## src/hw/eeis_pkg.sv

```systemverilog
// Package of constants and mode decoding for the encoder emulation index block
// Summary of operation
// - Once-per-revolution modes pulse index each time in-revolution position reaches the offset.
// - Offset is a 16-bit fraction of a revolution; 32768 means 180 degrees.
// - Absolute modes pulse index only at position turn number plus offset.
// - Turn number is an unsigned 32-bit revolution count selecting the index revolution.
// - Pass-through modes copy each physical index pulse, ignoring offset and turn.
// - Mode zero makes the connector a secondary feedback input; type set separately.
// - Mode one drives A/B with per-revolution index; mode two with absolute index.
// - Modes three to five are legacy inputs: A/B, step/direction, up/down.
// - Modes six and seven drive step/direction with per-revolution or absolute index.
// - Modes eight and nine drive up/down pulses with per-revolution or absolute index.
// - Mode ten releases the lines as general-purpose I/O; no emulation.
// - Mode eleven makes the connector a tertiary feedback input; type set separately.
// - Modes twelve to fourteen drive A/B, step/direction, up/down with passed-through index.
// - Mode accepts values zero to fourteen and is zero after reset.
package eeis_pkg;

   // ----------------------------------------
   // Widths and register map
   // ----------------------------------------
   localparam int EEIS_AW = 8;
   localparam int EEIS_DW = 32;
   localparam int EEIS_REV_W = 16;
   localparam int EEIS_TURN_W = 32;
   localparam int EEIS_POS_W = EEIS_TURN_W + EEIS_REV_W;
   localparam logic [7:0] EEIS_OFF_MODE = 8'h00;
   localparam logic [7:0] EEIS_OFF_ZOFFSET = 8'h04;
   localparam logic [7:0] EEIS_OFF_MTURN = 8'h08;
   localparam logic [7:0] EEIS_OFF_FBTYPE = 8'h0c;
   localparam logic [7:0] EEIS_OFF_GPIO = 8'h10;
   localparam logic [7:0] EEIS_OFF_STATUS = 8'h14;
   localparam logic [7:0] EEIS_OFF_EMUPOS = 8'h18;
   localparam int EEIS_FB_SEC_LSB = 0;
   localparam int EEIS_FB_TER_LSB = 4;
   localparam int EEIS_GPIO_OUT_LSB = 0;
   localparam int EEIS_GPIO_DRV_LSB = 4;
   localparam int EEIS_ST_PINS_LSB = 0;
   localparam int EEIS_ST_BUSY_BIT = 3;
   localparam int EEIS_ST_ZCNT_LSB = 16;
   localparam logic [3:0] EEIS_MODE_RST = 4'h0;
   localparam logic [15:0] EEIS_ZOFFSET_RST = 16'h0000;
   localparam logic [31:0] EEIS_MTURN_RST = 32'h0000_0000;

   // ----------------------------------------
   // Modes
   // ----------------------------------------
   localparam logic [3:0] EEIS_MODE_MAX = 4'he;
   localparam logic [3:0] EEIS_MODE_GPIO = 4'ha;

   typedef enum logic [1:0] {EEIS_FMT_QUAD, EEIS_FMT_STEP, EEIS_FMT_UPDN} eeis_fmt_e;

   // ----------------------------------------
   // Timing
   // ----------------------------------------
   localparam int EEIS_CLK_PS = 8000;
   localparam int EEIS_STEP_MIN_PS = 16000;
   localparam int EEIS_STEP_CYC = (EEIS_STEP_MIN_PS + EEIS_CLK_PS - 1) / EEIS_CLK_PS;

   function automatic logic eeis_rev_mode(input logic [3:0] m);
      return (m == 4'h1) || (m == 4'h6) || (m == 4'h8);
   endfunction

   function automatic logic eeis_abs_mode(input logic [3:0] m);
      return (m == 4'h2) || (m == 4'h7) || (m == 4'h9);
   endfunction

   function automatic logic eeis_pass_mode(input logic [3:0] m);
      return (m == 4'hc) || (m == 4'hd) || (m == 4'he);
   endfunction

   function automatic logic eeis_out_mode(input logic [3:0] m);
      return eeis_rev_mode(m) || eeis_abs_mode(m) || eeis_pass_mode(m);
   endfunction

   function automatic eeis_fmt_e eeis_fmt(input logic [3:0] m);
      if ((m == 4'h6) || (m == 4'h7) || (m == 4'hd)) begin
         return EEIS_FMT_STEP;
      end else if ((m == 4'h8) || (m == 4'h9) || (m == 4'he)) begin
         return EEIS_FMT_UPDN;
      end
      return EEIS_FMT_QUAD;
   endfunction

endpackage

```

## src/hw/eeis_index_detect.sv

```systemverilog
// Index crossing detector between two successive position samples
`timescale 1ns/1ps
module eeis_index_detect (
   input wire logic [eeis_pkg::EEIS_POS_W-1:0] prev_pos,
   input wire logic [eeis_pkg::EEIS_POS_W-1:0] cur_pos,
   input wire logic [eeis_pkg::EEIS_REV_W-1:0] offset,
   input wire logic [eeis_pkg::EEIS_TURN_W-1:0] turn,
   output logic rev_hit,
   output logic abs_hit
);
   import eeis_pkg::*;

   wire logic fwd = cur_pos > prev_pos;
   wire logic bwd = cur_pos < prev_pos;
   wire logic [EEIS_POS_W-1:0] up_dist = cur_pos - prev_pos;
   wire logic [EEIS_POS_W-1:0] dn_dist = prev_pos - cur_pos;
   // Distance to the next offset in the direction of travel, modulo one turn
   wire logic [EEIS_REV_W-1:0] up_gap = offset - prev_pos[EEIS_REV_W-1:0];
   wire logic [EEIS_REV_W-1:0] dn_gap = prev_pos[EEIS_REV_W-1:0] - offset;
   wire logic [EEIS_POS_W-1:0] target = {turn, offset};

   // Target in (prev, cur] going up, or in [cur, prev) going down
   // Limitation: a jump of a full turn or more between samples may miss one
   assign rev_hit = (fwd && (up_gap != '0) && ({32'h0, up_gap} <= up_dist)) ||
                    (bwd && (dn_gap != '0) && ({32'h0, dn_gap} <= dn_dist));
   assign abs_hit = (fwd && (prev_pos < target) && (target <= cur_pos)) ||
                    (bwd && (cur_pos <= target) && (target < prev_pos));
endmodule

```

## src/hw/eeis_top.sv

```systemverilog
// Emulated encoder port: mode select, pulse emulation and index placement
`timescale 1ns/1ps
module eeis_top (
   input wire logic clk_sys,
   input wire logic reset,
   input wire logic [eeis_pkg::EEIS_AW-1:0] reg_addr,
   input wire logic [eeis_pkg::EEIS_DW-1:0] reg_wdata,
   input wire logic reg_wr,
   input wire logic reg_rd,
   output logic [eeis_pkg::EEIS_DW-1:0] reg_rdata,
   input wire logic [eeis_pkg::EEIS_POS_W-1:0] primary_pos,
   input wire logic primary_pos_valid,
   input wire logic phys_index,
   input wire logic [2:0] pin_in,
   output logic [2:0] pin_out,
   output logic [2:0] pin_oe_n,
   output logic [3:0] secondary_feedback_type,
   output logic [3:0] tertiary_feedback_type,
   output logic encoder_input_active,
   output logic tertiary_input_active
);
   import eeis_pkg::*;

   // ----------------------------------------
   // Register file
   // ----------------------------------------
   logic [3:0] mode_q;
   logic [15:0] zoffset_q;
   logic [31:0] mturn_q;
   logic [3:0] sec_type_q;
   logic [3:0] ter_type_q;
   logic [2:0] gpio_out_q;
   logic [2:0] gpio_drv_q;
   logic [31:0] rdata_q;
   logic [15:0] zcnt_q;

   wire logic sel_mode = reg_addr == EEIS_OFF_MODE;
   wire logic sel_zoff = reg_addr == EEIS_OFF_ZOFFSET;
   wire logic sel_turn = reg_addr == EEIS_OFF_MTURN;
   wire logic sel_fb = reg_addr == EEIS_OFF_FBTYPE;
   wire logic sel_gpio = reg_addr == EEIS_OFF_GPIO;
   wire logic sel_st = reg_addr == EEIS_OFF_STATUS;
   wire logic sel_pos = reg_addr == EEIS_OFF_EMUPOS;
   // Out-of-range modes are dropped so the port never enters an undefined mode
   wire logic mode_ok = reg_wdata <= {28'h0, EEIS_MODE_MAX};

   always_ff @(posedge clk_sys or posedge reset) begin
      if (reset) begin
         mode_q <= EEIS_MODE_RST;
      end else if (reg_wr && sel_mode && mode_ok) begin
         mode_q <= reg_wdata[3:0];
      end
   end

   always_ff @(posedge clk_sys or posedge reset) begin
      if (reset) begin
         zoffset_q <= EEIS_ZOFFSET_RST;
         mturn_q <= EEIS_MTURN_RST;
      end else begin
         if (reg_wr && sel_zoff) begin
            zoffset_q <= reg_wdata[15:0];
         end
         if (reg_wr && sel_turn) begin
            mturn_q <= reg_wdata;
         end
      end
   end

   always_ff @(posedge clk_sys or posedge reset) begin
      if (reset) begin
         sec_type_q <= 4'h0;
         ter_type_q <= 4'h0;
         gpio_out_q <= 3'h0;
         gpio_drv_q <= 3'h0;
      end else begin
         if (reg_wr && sel_fb) begin
            sec_type_q <= reg_wdata[EEIS_FB_SEC_LSB +: 4];
            ter_type_q <= reg_wdata[EEIS_FB_TER_LSB +: 4];
         end
         if (reg_wr && sel_gpio) begin
            gpio_out_q <= reg_wdata[EEIS_GPIO_OUT_LSB +: 3];
            gpio_drv_q <= reg_wdata[EEIS_GPIO_DRV_LSB +: 3];
         end
      end
   end

   // ----------------------------------------
   // Mode decoding
   // ----------------------------------------
   wire logic is_rev = eeis_rev_mode(mode_q);
   wire logic is_abs = eeis_abs_mode(mode_q);
   wire logic is_pass = eeis_pass_mode(mode_q);
   wire logic is_out = eeis_out_mode(mode_q);
   wire eeis_fmt_e fmt = eeis_fmt(mode_q);
   wire logic is_gpio = mode_q == EEIS_MODE_GPIO;

   // Modes 0 and 3..5 listen on the port; 11 is the tertiary input
   assign encoder_input_active = (mode_q == 4'h0) || ((mode_q >= 4'h3) && (mode_q <= 4'h5));
   assign tertiary_input_active = mode_q == 4'hb;
   assign secondary_feedback_type = sec_type_q;
   assign tertiary_feedback_type = ter_type_q;

   // ----------------------------------------
   // Position follower and pulse generation
   // ----------------------------------------
   logic [EEIS_POS_W-1:0] target_q;
   logic [EEIS_POS_W-1:0] emu_q;
   logic [EEIS_POS_W-1:0] emu_d;
   logic [7:0] gap_q;
   logic step_q;
   logic dir_q;
   logic [2:0] pins_q;

   wire logic need_up = target_q > emu_q;
   wire logic need_dn = target_q < emu_q;
   // Steps are spaced so each step pulse has a low phase before the next
   wire logic may_step = is_out && (gap_q == 8'h0) && (need_up || need_dn);

   always_comb begin
      emu_d = emu_q;
      if (!is_out) begin
         emu_d = target_q;
      end else if (may_step && need_up) begin
         emu_d = emu_q + 48'h1;
      end else if (may_step) begin
         emu_d = emu_q - 48'h1;
      end
   end

   always_ff @(posedge clk_sys or posedge reset) begin
      if (reset) begin
         target_q <= '0;
         emu_q <= '0;
         gap_q <= 8'h0;
         step_q <= 1'b0;
         dir_q <= 1'b0;
      end else begin
         if (primary_pos_valid) begin
            target_q <= primary_pos;
         end
         emu_q <= emu_d;
         gap_q <= may_step ? 8'(EEIS_STEP_CYC - 1) : (gap_q != 8'h0 ? gap_q - 8'h1 : 8'h0);
         step_q <= may_step;
         if (may_step) begin
            dir_q <= need_up;
         end
      end
   end

   // ----------------------------------------
   // Index placement
   // ----------------------------------------
   logic [EEIS_POS_W-1:0] prev_q;
   logic phys_q;
   logic idx_q;
   logic rev_hit;
   logic abs_hit;

   eeis_index_detect u_detect (
      .prev_pos(prev_q),
      .cur_pos(primary_pos),
      .offset(zoffset_q),
      .turn(mturn_q),
      .rev_hit(rev_hit),
      .abs_hit(abs_hit)
   );

   wire logic phys_rise = phys_index && !phys_q;
   wire logic rev_fire = primary_pos_valid && is_rev && rev_hit;
   wire logic abs_fire = primary_pos_valid && is_abs && abs_hit;
   wire logic pass_fire = is_pass && phys_rise;
   // Modes are disjoint, so a crossing yields one pulse at most
   wire logic idx_d = rev_fire || abs_fire || pass_fire;

   always_ff @(posedge clk_sys or posedge reset) begin
      if (reset) begin
         prev_q <= '0;
         phys_q <= 1'b0;
         idx_q <= 1'b0;
         zcnt_q <= 16'h0;
      end else begin
         if (primary_pos_valid) begin
            prev_q <= primary_pos;
         end
         phys_q <= phys_index;
         idx_q <= idx_d;
         if (idx_d) begin
            zcnt_q <= zcnt_q + 16'h1;
         end
      end
   end

   // ----------------------------------------
   // Pin drivers
   // ----------------------------------------
   logic [2:0] pins_d;

   always_comb begin
      case (fmt)
         EEIS_FMT_STEP: pins_d = {idx_d, dir_q, step_q};
         EEIS_FMT_UPDN: pins_d = {idx_d, step_q && !dir_q, step_q && dir_q};
         default: pins_d = {idx_d, emu_q[1] ^ emu_q[0], emu_q[1]};
      endcase
      if (is_gpio) begin
         pins_d = gpio_out_q;
      end else if (!is_out) begin
         pins_d = 3'h0;
      end
   end

   always_ff @(posedge clk_sys or posedge reset) begin
      if (reset) begin
         pins_q <= 3'h0;
      end else begin
         pins_q <= pins_d;
      end
   end

   assign pin_out = pins_q;
   // Input and tertiary modes leave all lines undriven
   assign pin_oe_n = is_out ? 3'h0 : (is_gpio ? ~gpio_drv_q : 3'h7);

   // ----------------------------------------
   // Read path
   // ----------------------------------------
   wire logic [31:0] status = {zcnt_q, 12'h0, need_up || need_dn, pin_in};
   wire logic [31:0] rd_mux = sel_mode ? {28'h0, mode_q} :
                              sel_zoff ? {16'h0, zoffset_q} :
                              sel_turn ? mturn_q :
                              sel_fb ? {24'h0, ter_type_q, sec_type_q} :
                              sel_gpio ? {25'h0, gpio_drv_q, 1'b0, gpio_out_q} :
                              sel_st ? status :
                              sel_pos ? emu_q[31:0] : 32'h0;

   always_ff @(posedge clk_sys or posedge reset) begin
      if (reset) begin
         rdata_q <= 32'h0;
      end else if (reg_rd) begin
         rdata_q <= rd_mux;
      end else begin
         rdata_q <= 32'h0;
      end
   end

   assign reg_rdata = rdata_q;

   // ----------------------------------------
   // Checks
   // ----------------------------------------
   property p_mode_range;
      @(posedge clk_sys) disable iff (reset) mode_q <= EEIS_MODE_MAX;
   endproperty
   a_mode_range: assert property (p_mode_range) else $error("mode out of range");

   property p_mode_write;
      @(posedge clk_sys) disable iff (reset)
         reg_wr && sel_mode && mode_ok |=> mode_q == $past(reg_wdata[3:0]);
   endproperty
   a_mode_write: assert property (p_mode_write) else $error("mode write lost");

   property p_rev_cause;
      @(posedge clk_sys) disable iff (reset)
         idx_q && $past(is_rev) |-> $past(primary_pos_valid && rev_hit);
   endproperty
   a_rev_cause: assert property (p_rev_cause) else $error("index without rev crossing");

   property p_abs_fire;
      @(posedge clk_sys) disable iff (reset)
         primary_pos_valid && is_abs && (prev_q < {mturn_q, zoffset_q})
         && ({mturn_q, zoffset_q} <= primary_pos) |=> idx_q;
   endproperty
   a_abs_fire: assert property (p_abs_fire) else $error("absolute index missed");

   property p_pass_fire;
      @(posedge clk_sys) disable iff (reset)
         is_pass && phys_index && !phys_q |=> idx_q ##1 !idx_q;
   endproperty
   a_pass_fire: assert property (p_pass_fire) else $error("pass index wrong");

   property p_no_idx;
      @(posedge clk_sys) disable iff (reset)
         !$past(is_out) |-> !idx_q;
   endproperty
   a_no_idx: assert property (p_no_idx) else $error("index in non-output mode");

   property p_input_release;
      @(posedge clk_sys) disable iff (reset)
         (encoder_input_active || tertiary_input_active) |-> pin_oe_n == 3'h7;
   endproperty
   a_input_release: assert property (p_input_release) else $error("input driven");

   property p_gpio_pins;
      @(posedge clk_sys) disable iff (reset)
         is_gpio && $past(is_gpio) |-> pin_out == $past(gpio_out_q);
   endproperty
   a_gpio_pins: assert property (p_gpio_pins) else $error("gpio output wrong");

   property p_step_gap;
      @(posedge clk_sys) disable iff (reset)
         step_q |=> !step_q;
   endproperty
   a_step_gap: assert property (p_step_gap) else $error("step pulses adjacent");

   property p_abs_cause;
      @(posedge clk_sys) disable iff (reset)
         idx_q && $past(is_abs) |-> $past(primary_pos_valid && abs_hit);
   endproperty
   a_abs_cause: assert property (p_abs_cause) else $error("index without abs crossing");

   property p_pass_cause;
      @(posedge clk_sys) disable iff (reset)
         idx_q && $past(is_pass) |-> $past(phys_rise);
   endproperty
   a_pass_cause: assert property (p_pass_cause) else $error("index without phys edge");

   // The follower moves one count per decision, in the direction of the target
   property p_follow_step;
      @(posedge clk_sys) disable iff (reset)
         $past(may_step)
         |-> emu_q == ($past(need_up) ? $past(emu_q) + 48'h1 : $past(emu_q) - 48'h1);
   endproperty
   a_follow_step: assert property (p_follow_step) else $error("follower step wrong");

   // A and B never change together, so the counter cannot lose a count
   property p_quad_gray;
      @(posedge clk_sys) disable iff (reset)
         $past(is_out && (fmt == EEIS_FMT_QUAD))
         && $past(is_out && (fmt == EEIS_FMT_QUAD), 2)
         |-> $countones(pin_out[1:0] ^ $past(pin_out[1:0])) <= 1;
   endproperty
   a_quad_gray: assert property (p_quad_gray) else $error("quadrature jump");

   property p_step_dir;
      @(posedge clk_sys) disable iff (reset)
         $past(may_step && (fmt == EEIS_FMT_STEP), 2)
         && $past(is_out && (fmt == EEIS_FMT_STEP))
         |-> pin_out[0] && (pin_out[1] == $past(need_up, 2));
   endproperty
   a_step_dir: assert property (p_step_dir) else $error("step or direction wrong");

   property p_updn_line;
      @(posedge clk_sys) disable iff (reset)
         $past(may_step && (fmt == EEIS_FMT_UPDN), 2)
         && $past(is_out && (fmt == EEIS_FMT_UPDN))
         |-> pin_out[1:0] == ($past(need_up, 2) ? 2'b01 : 2'b10);
   endproperty
   a_updn_line: assert property (p_updn_line) else $error("up or down line wrong");

endmodule

```

## config.mk

```make
export PLATFORM = sky130hd
export DESIGN_NAME = eeis_top
export DESIGN_NICKNAME = d
export VERILOG_FILES = /design/src/hw/eeis_pkg.sv /design/src/hw/eeis_index_detect.sv /design/src/hw/eeis_top.sv
export SDC_FILE = /design/constraint.sdc
export NUM_CORES = 1
export LEC_CHECK = 0
export ABC_AREA = 0
export BUFFER_PORTS_ARGS = -buffer_cell sky130_fd_sc_hd__clkbuf_2
export CAP_MARGIN = 20
export CORE_MARGIN = 3
export CORE_UTILIZATION = 57
export CTS_CLUSTER_DIAMETER = 200
export DETAILED_ROUTE_END_ITERATION = 8
export GPL_ROUTABILITY_DRIVEN = 0
export HOLD_SLACK_MARGIN = 0.12
export MAX_ROUTING_LAYER = met4
export PLACE_DENSITY = 0.78
export SYNTH_ARGS = -nofsm -noshare
export SYNTH_HDL_FRONTEND = slang
export SYNTH_SLANG_ARGS = --single-unit
```

## constraint.sdc

```tcl
create_clock -name clk_sys -period 7.4 [get_ports clk_sys]
set_clock_uncertainty 0.05 [all_clocks]
set_input_delay 1.48 -clock clk_sys [delete_from_list [all_inputs] [get_ports clk_sys]]
set_output_delay 1.48 -clock clk_sys [all_outputs]
set_load 0.005 [all_outputs]
```

==> flow_metrics.tcl <==
set metrics [dict create \
    htree_levels 1 \
    grt_overflow 0 \
    grt.total_usage 0.375 \
    path_buf_inv 3 \
    ctsRootBufferMaster "clkbuf_16" \
    layout.filler_cells 3433 \
    die_width_um 209 \
    die_h_um 209 \
    path_cells "clkbuf_2 -> inv_1 -> fa_1 -> and4_1 -> a2111oi_2 -> o21ai_1 -> a31oi_1 -> xor2_1 -> ha_1 -> nand4_1 -> or4_1 -> o211ai_1 -> o311a_1 -> o2111ai_1 -> nor3_1 -> nand4_1 -> nor4_1 -> nand4_1 -> a211oi_4 -> buf_4 -> mux2_1" \
    instances_no_fill 3527 \
    via_per_inst 6.81 \
    syn_area_um2 23400 \
    synth-edff-count 0 \
    crit_path_end_kind "flop" \
    cts.sinks 224 \
    yosys_warnings 0 \
    cts_tree "yes" \
    max_clock_freq_mhz 147 \
    start_util 0.583 \
    cts_buffers 27 \
    peakVddDrop_mv 0.189 \
    rsz0062_at_grt "no" \
    grt-busiest-layer "met2" \
    synth_flop_cell "dfrtp_1" \
    hold_ws_ns 0.425 \
    synth_seq_area_share 0.239 \
    worstPathRequired_ns 7.82 \
    min_period_ns 6.81 \
    io_pins 145 \
    initialDrtViolationCount 3006 \
    post_cts_resized 0 \
    core-area_um2 40200 \
    first_pass_iters 9 \
    fin_ws_ns 0.594 \
    insertion_delay_ns 0.59 \
    io_buffers 144 \
    grt_pass1_wl_mm 127 \
    dp.cells 3477 \
    finalCritPeriodShare 0.920 \
    synth_top_area_frac 0.239 \
    ant_nets 0 \
    avgSynthCellArea_um2 8.06 \
    layout_common_cells "ha_1 (333), a21oi_1 (286), inv_1 (251)" \
    synthCells 2907 \
    hold_path_class "flop to flop" \
    wl_per_cell_um 23.4 \
    worstPathMaxFanout 17 \
    cp_slowest_cell "a2111oi_2" \
    startpoint_type "input port" \
    synth-seq-cells 224 \
    tightest_slew_ns 1.03 \
    hold_buffers 0 \
    gr-usage-met1 0.489 \
    finalSetupTns_ns 0 \
    route.detailed.drc 13 \
    cp_top_family "compound AO/OA/AOI/OAI gates" \
    cellPowerDensity_nw_per_um2 185 \
    post-place-ws_ns 0.248 \
    vias 24000 \
    grt_max_degree 132 \
    rrSetupSlack_ns 0.60 \
    setup_viol 0 \
    place_hpwl_mm 65.9 \
    clk_path_buf_depth 3 \
    antenna_found_initial 0 \
    area.growth.synth_to_final_pct 8.78 \
    num-nets-final 3416 \
    critPathMaxStageDelay_ns 0.61 \
    async_flop_share 1.00 \
    ys_types 84 \
    rows 73 \
    outcome "complete, but fails checks" \
    slew_headroom 0.306 \
    critPathKind "input port to flop" \
    antennaDiodeCount 0 \
    gr-usage-met2 0.548 \
    grt_pass1_vias 22700 \
    die_area_um2 43600 \
    cts_setup_buffers 0 \
    maxCapViolCount 0 \
    synth_area_leaders "dfrtp_1 (24%), ha_1 (18%), a21oi_1 (6.1%), o21ai_0 (4.3%), inv_1 (4.0%)" \
    wl_mm 82.5 \
    hold_viol 0 \
    slew_viol_final 0 \
    violations "DRC" \
    path_clk_slew_ns 0.06 \
    cp.arrival_ns 7.22 \
    yosysTopAreaCell "dfrtp_1" \
    p_leak_nw 12.2 \
    drive_above_1_share 0.103 \
    synth_nets 3342 \
    met3_usage 0.0952 \
    crit_top_cell "nand4_1" \
    final_common_cell "ha_1" \
]
-- layout make-up --
type	instances	area, um2	share of cell area
clock buffer	35	736	0.0289
clock inverter	15	213	0.00834
inverter	252	950	0.0372
multi-input combinational	2310	16400	0.645
sequential	224	5610	0.220
tap	525	657	0.0258
timing repair buffer	166	898	0.0352
-- report_power, final --
part | leakage [nW] | switching [mW] | internal (mW)
sequential | 2.94 | 0.109 | 1.29
combinational | 8.83 | 1.19 | 0.693
clock | 0.467 | 0.576 | 0.851
total | 12.2 | 1.88 | 2.83
-- kinds of logic (layout without fill, tap and decap cells) --
| group | Yosys count | count (layout) | share of synthesized area |
|---|---|---|---|
| muxes | 90 | 90 | 0.0422 |
| buffers and inverters | 373 | 468 | 0.0607 |
| and+or+nand+nor | 801 | 801 | 0.165 |
| DFF | 224 | 224 | 0.239 |
| xor gates and xnor gates | 156 | 156 | 0.0583 |
| AOI/OAI and AO/OA | 925 | 925 | 0.253 |
| adders and majority gates | 338 | 338 | 0.182 |
-- per-layer routing --
| layer | wire length [um] | vias up |
|---|---|---|
| met5 | 0 | - |
| met4 | 5130 | 0 |
| met2 | 34500 | 1708 |
| met1 | 32300 | 11200 |
| li1 | - | 10700 |
| met3 | 10700 | 407 |
-- registers in the layout (all words and copies together), names as in the netlist, 4 cells and up --
register / cells
emu_q: 48
prev_q: 48
mturn_q: 32
reg_rdata: 32
zcnt_q: 16
zoffset_q: 16
gap_q: 8
mode_q: 4
secondary_feedback_type: 4
tertiary_feedback_type: 4
-- synth_stat cells, drive strengths merged (8+ instances only) --
library cell / instances
nand4: 69
and4: 8
nand2: 234
o21bai: 24
a221oi: 13
a211oi: 52
mux2: 70
a211o: 12
a21oi: 287
a22oi: 8
a2111oi: 8
or3: 13
and3: 19
o2111ai: 9
or4: 13
nor3: 44
clkbuf: 100
o31ai: 16
nand3: 54
inv: 252
a222oi: 26
a31oi: 20
and2: 15
nand2b: 21
nor2: 215
o21ai: 211
o221ai: 10
o211ai: 24
ha: 333
a21o: 114
dfrtp: 224
o21a: 28
xnor2: 83
mux2i: 20
xor2: 73
buf: 21
a21boi: 8
nor2b: 27
nor4b: 9
nor4: 33
-- metrics by stage --
stage | utilization | instance area, um2 | total power [mW]
after detailed placement | 0.611 | 24500 | 3.19
after CTS | 0.634 | 25500 | 4.62
final | 0.634 | 25500 | 4.71
after global routing | 0.634 | 25500 | 4.93
after floorplan | - | 23400 | 2.65
after global placement | 0.611 | 24500 | 3.13
-- final timing paths --
kind,start,end,cells past startpoint
setup reg to reg,emu_q[19],emu_q[45],26
hold / removal,zcnt_q[15],zcnt_q[15],1
hold reg to reg,zcnt_q[15],zcnt_q[15],1
setup / recovery,primary_pos[1],zcnt_q[1],21
max in group asynchronous,reset,emu_q[40],3
min in group asynchronous,reset,zoffset_q[1],2
(Power assumes the default switching activity.)
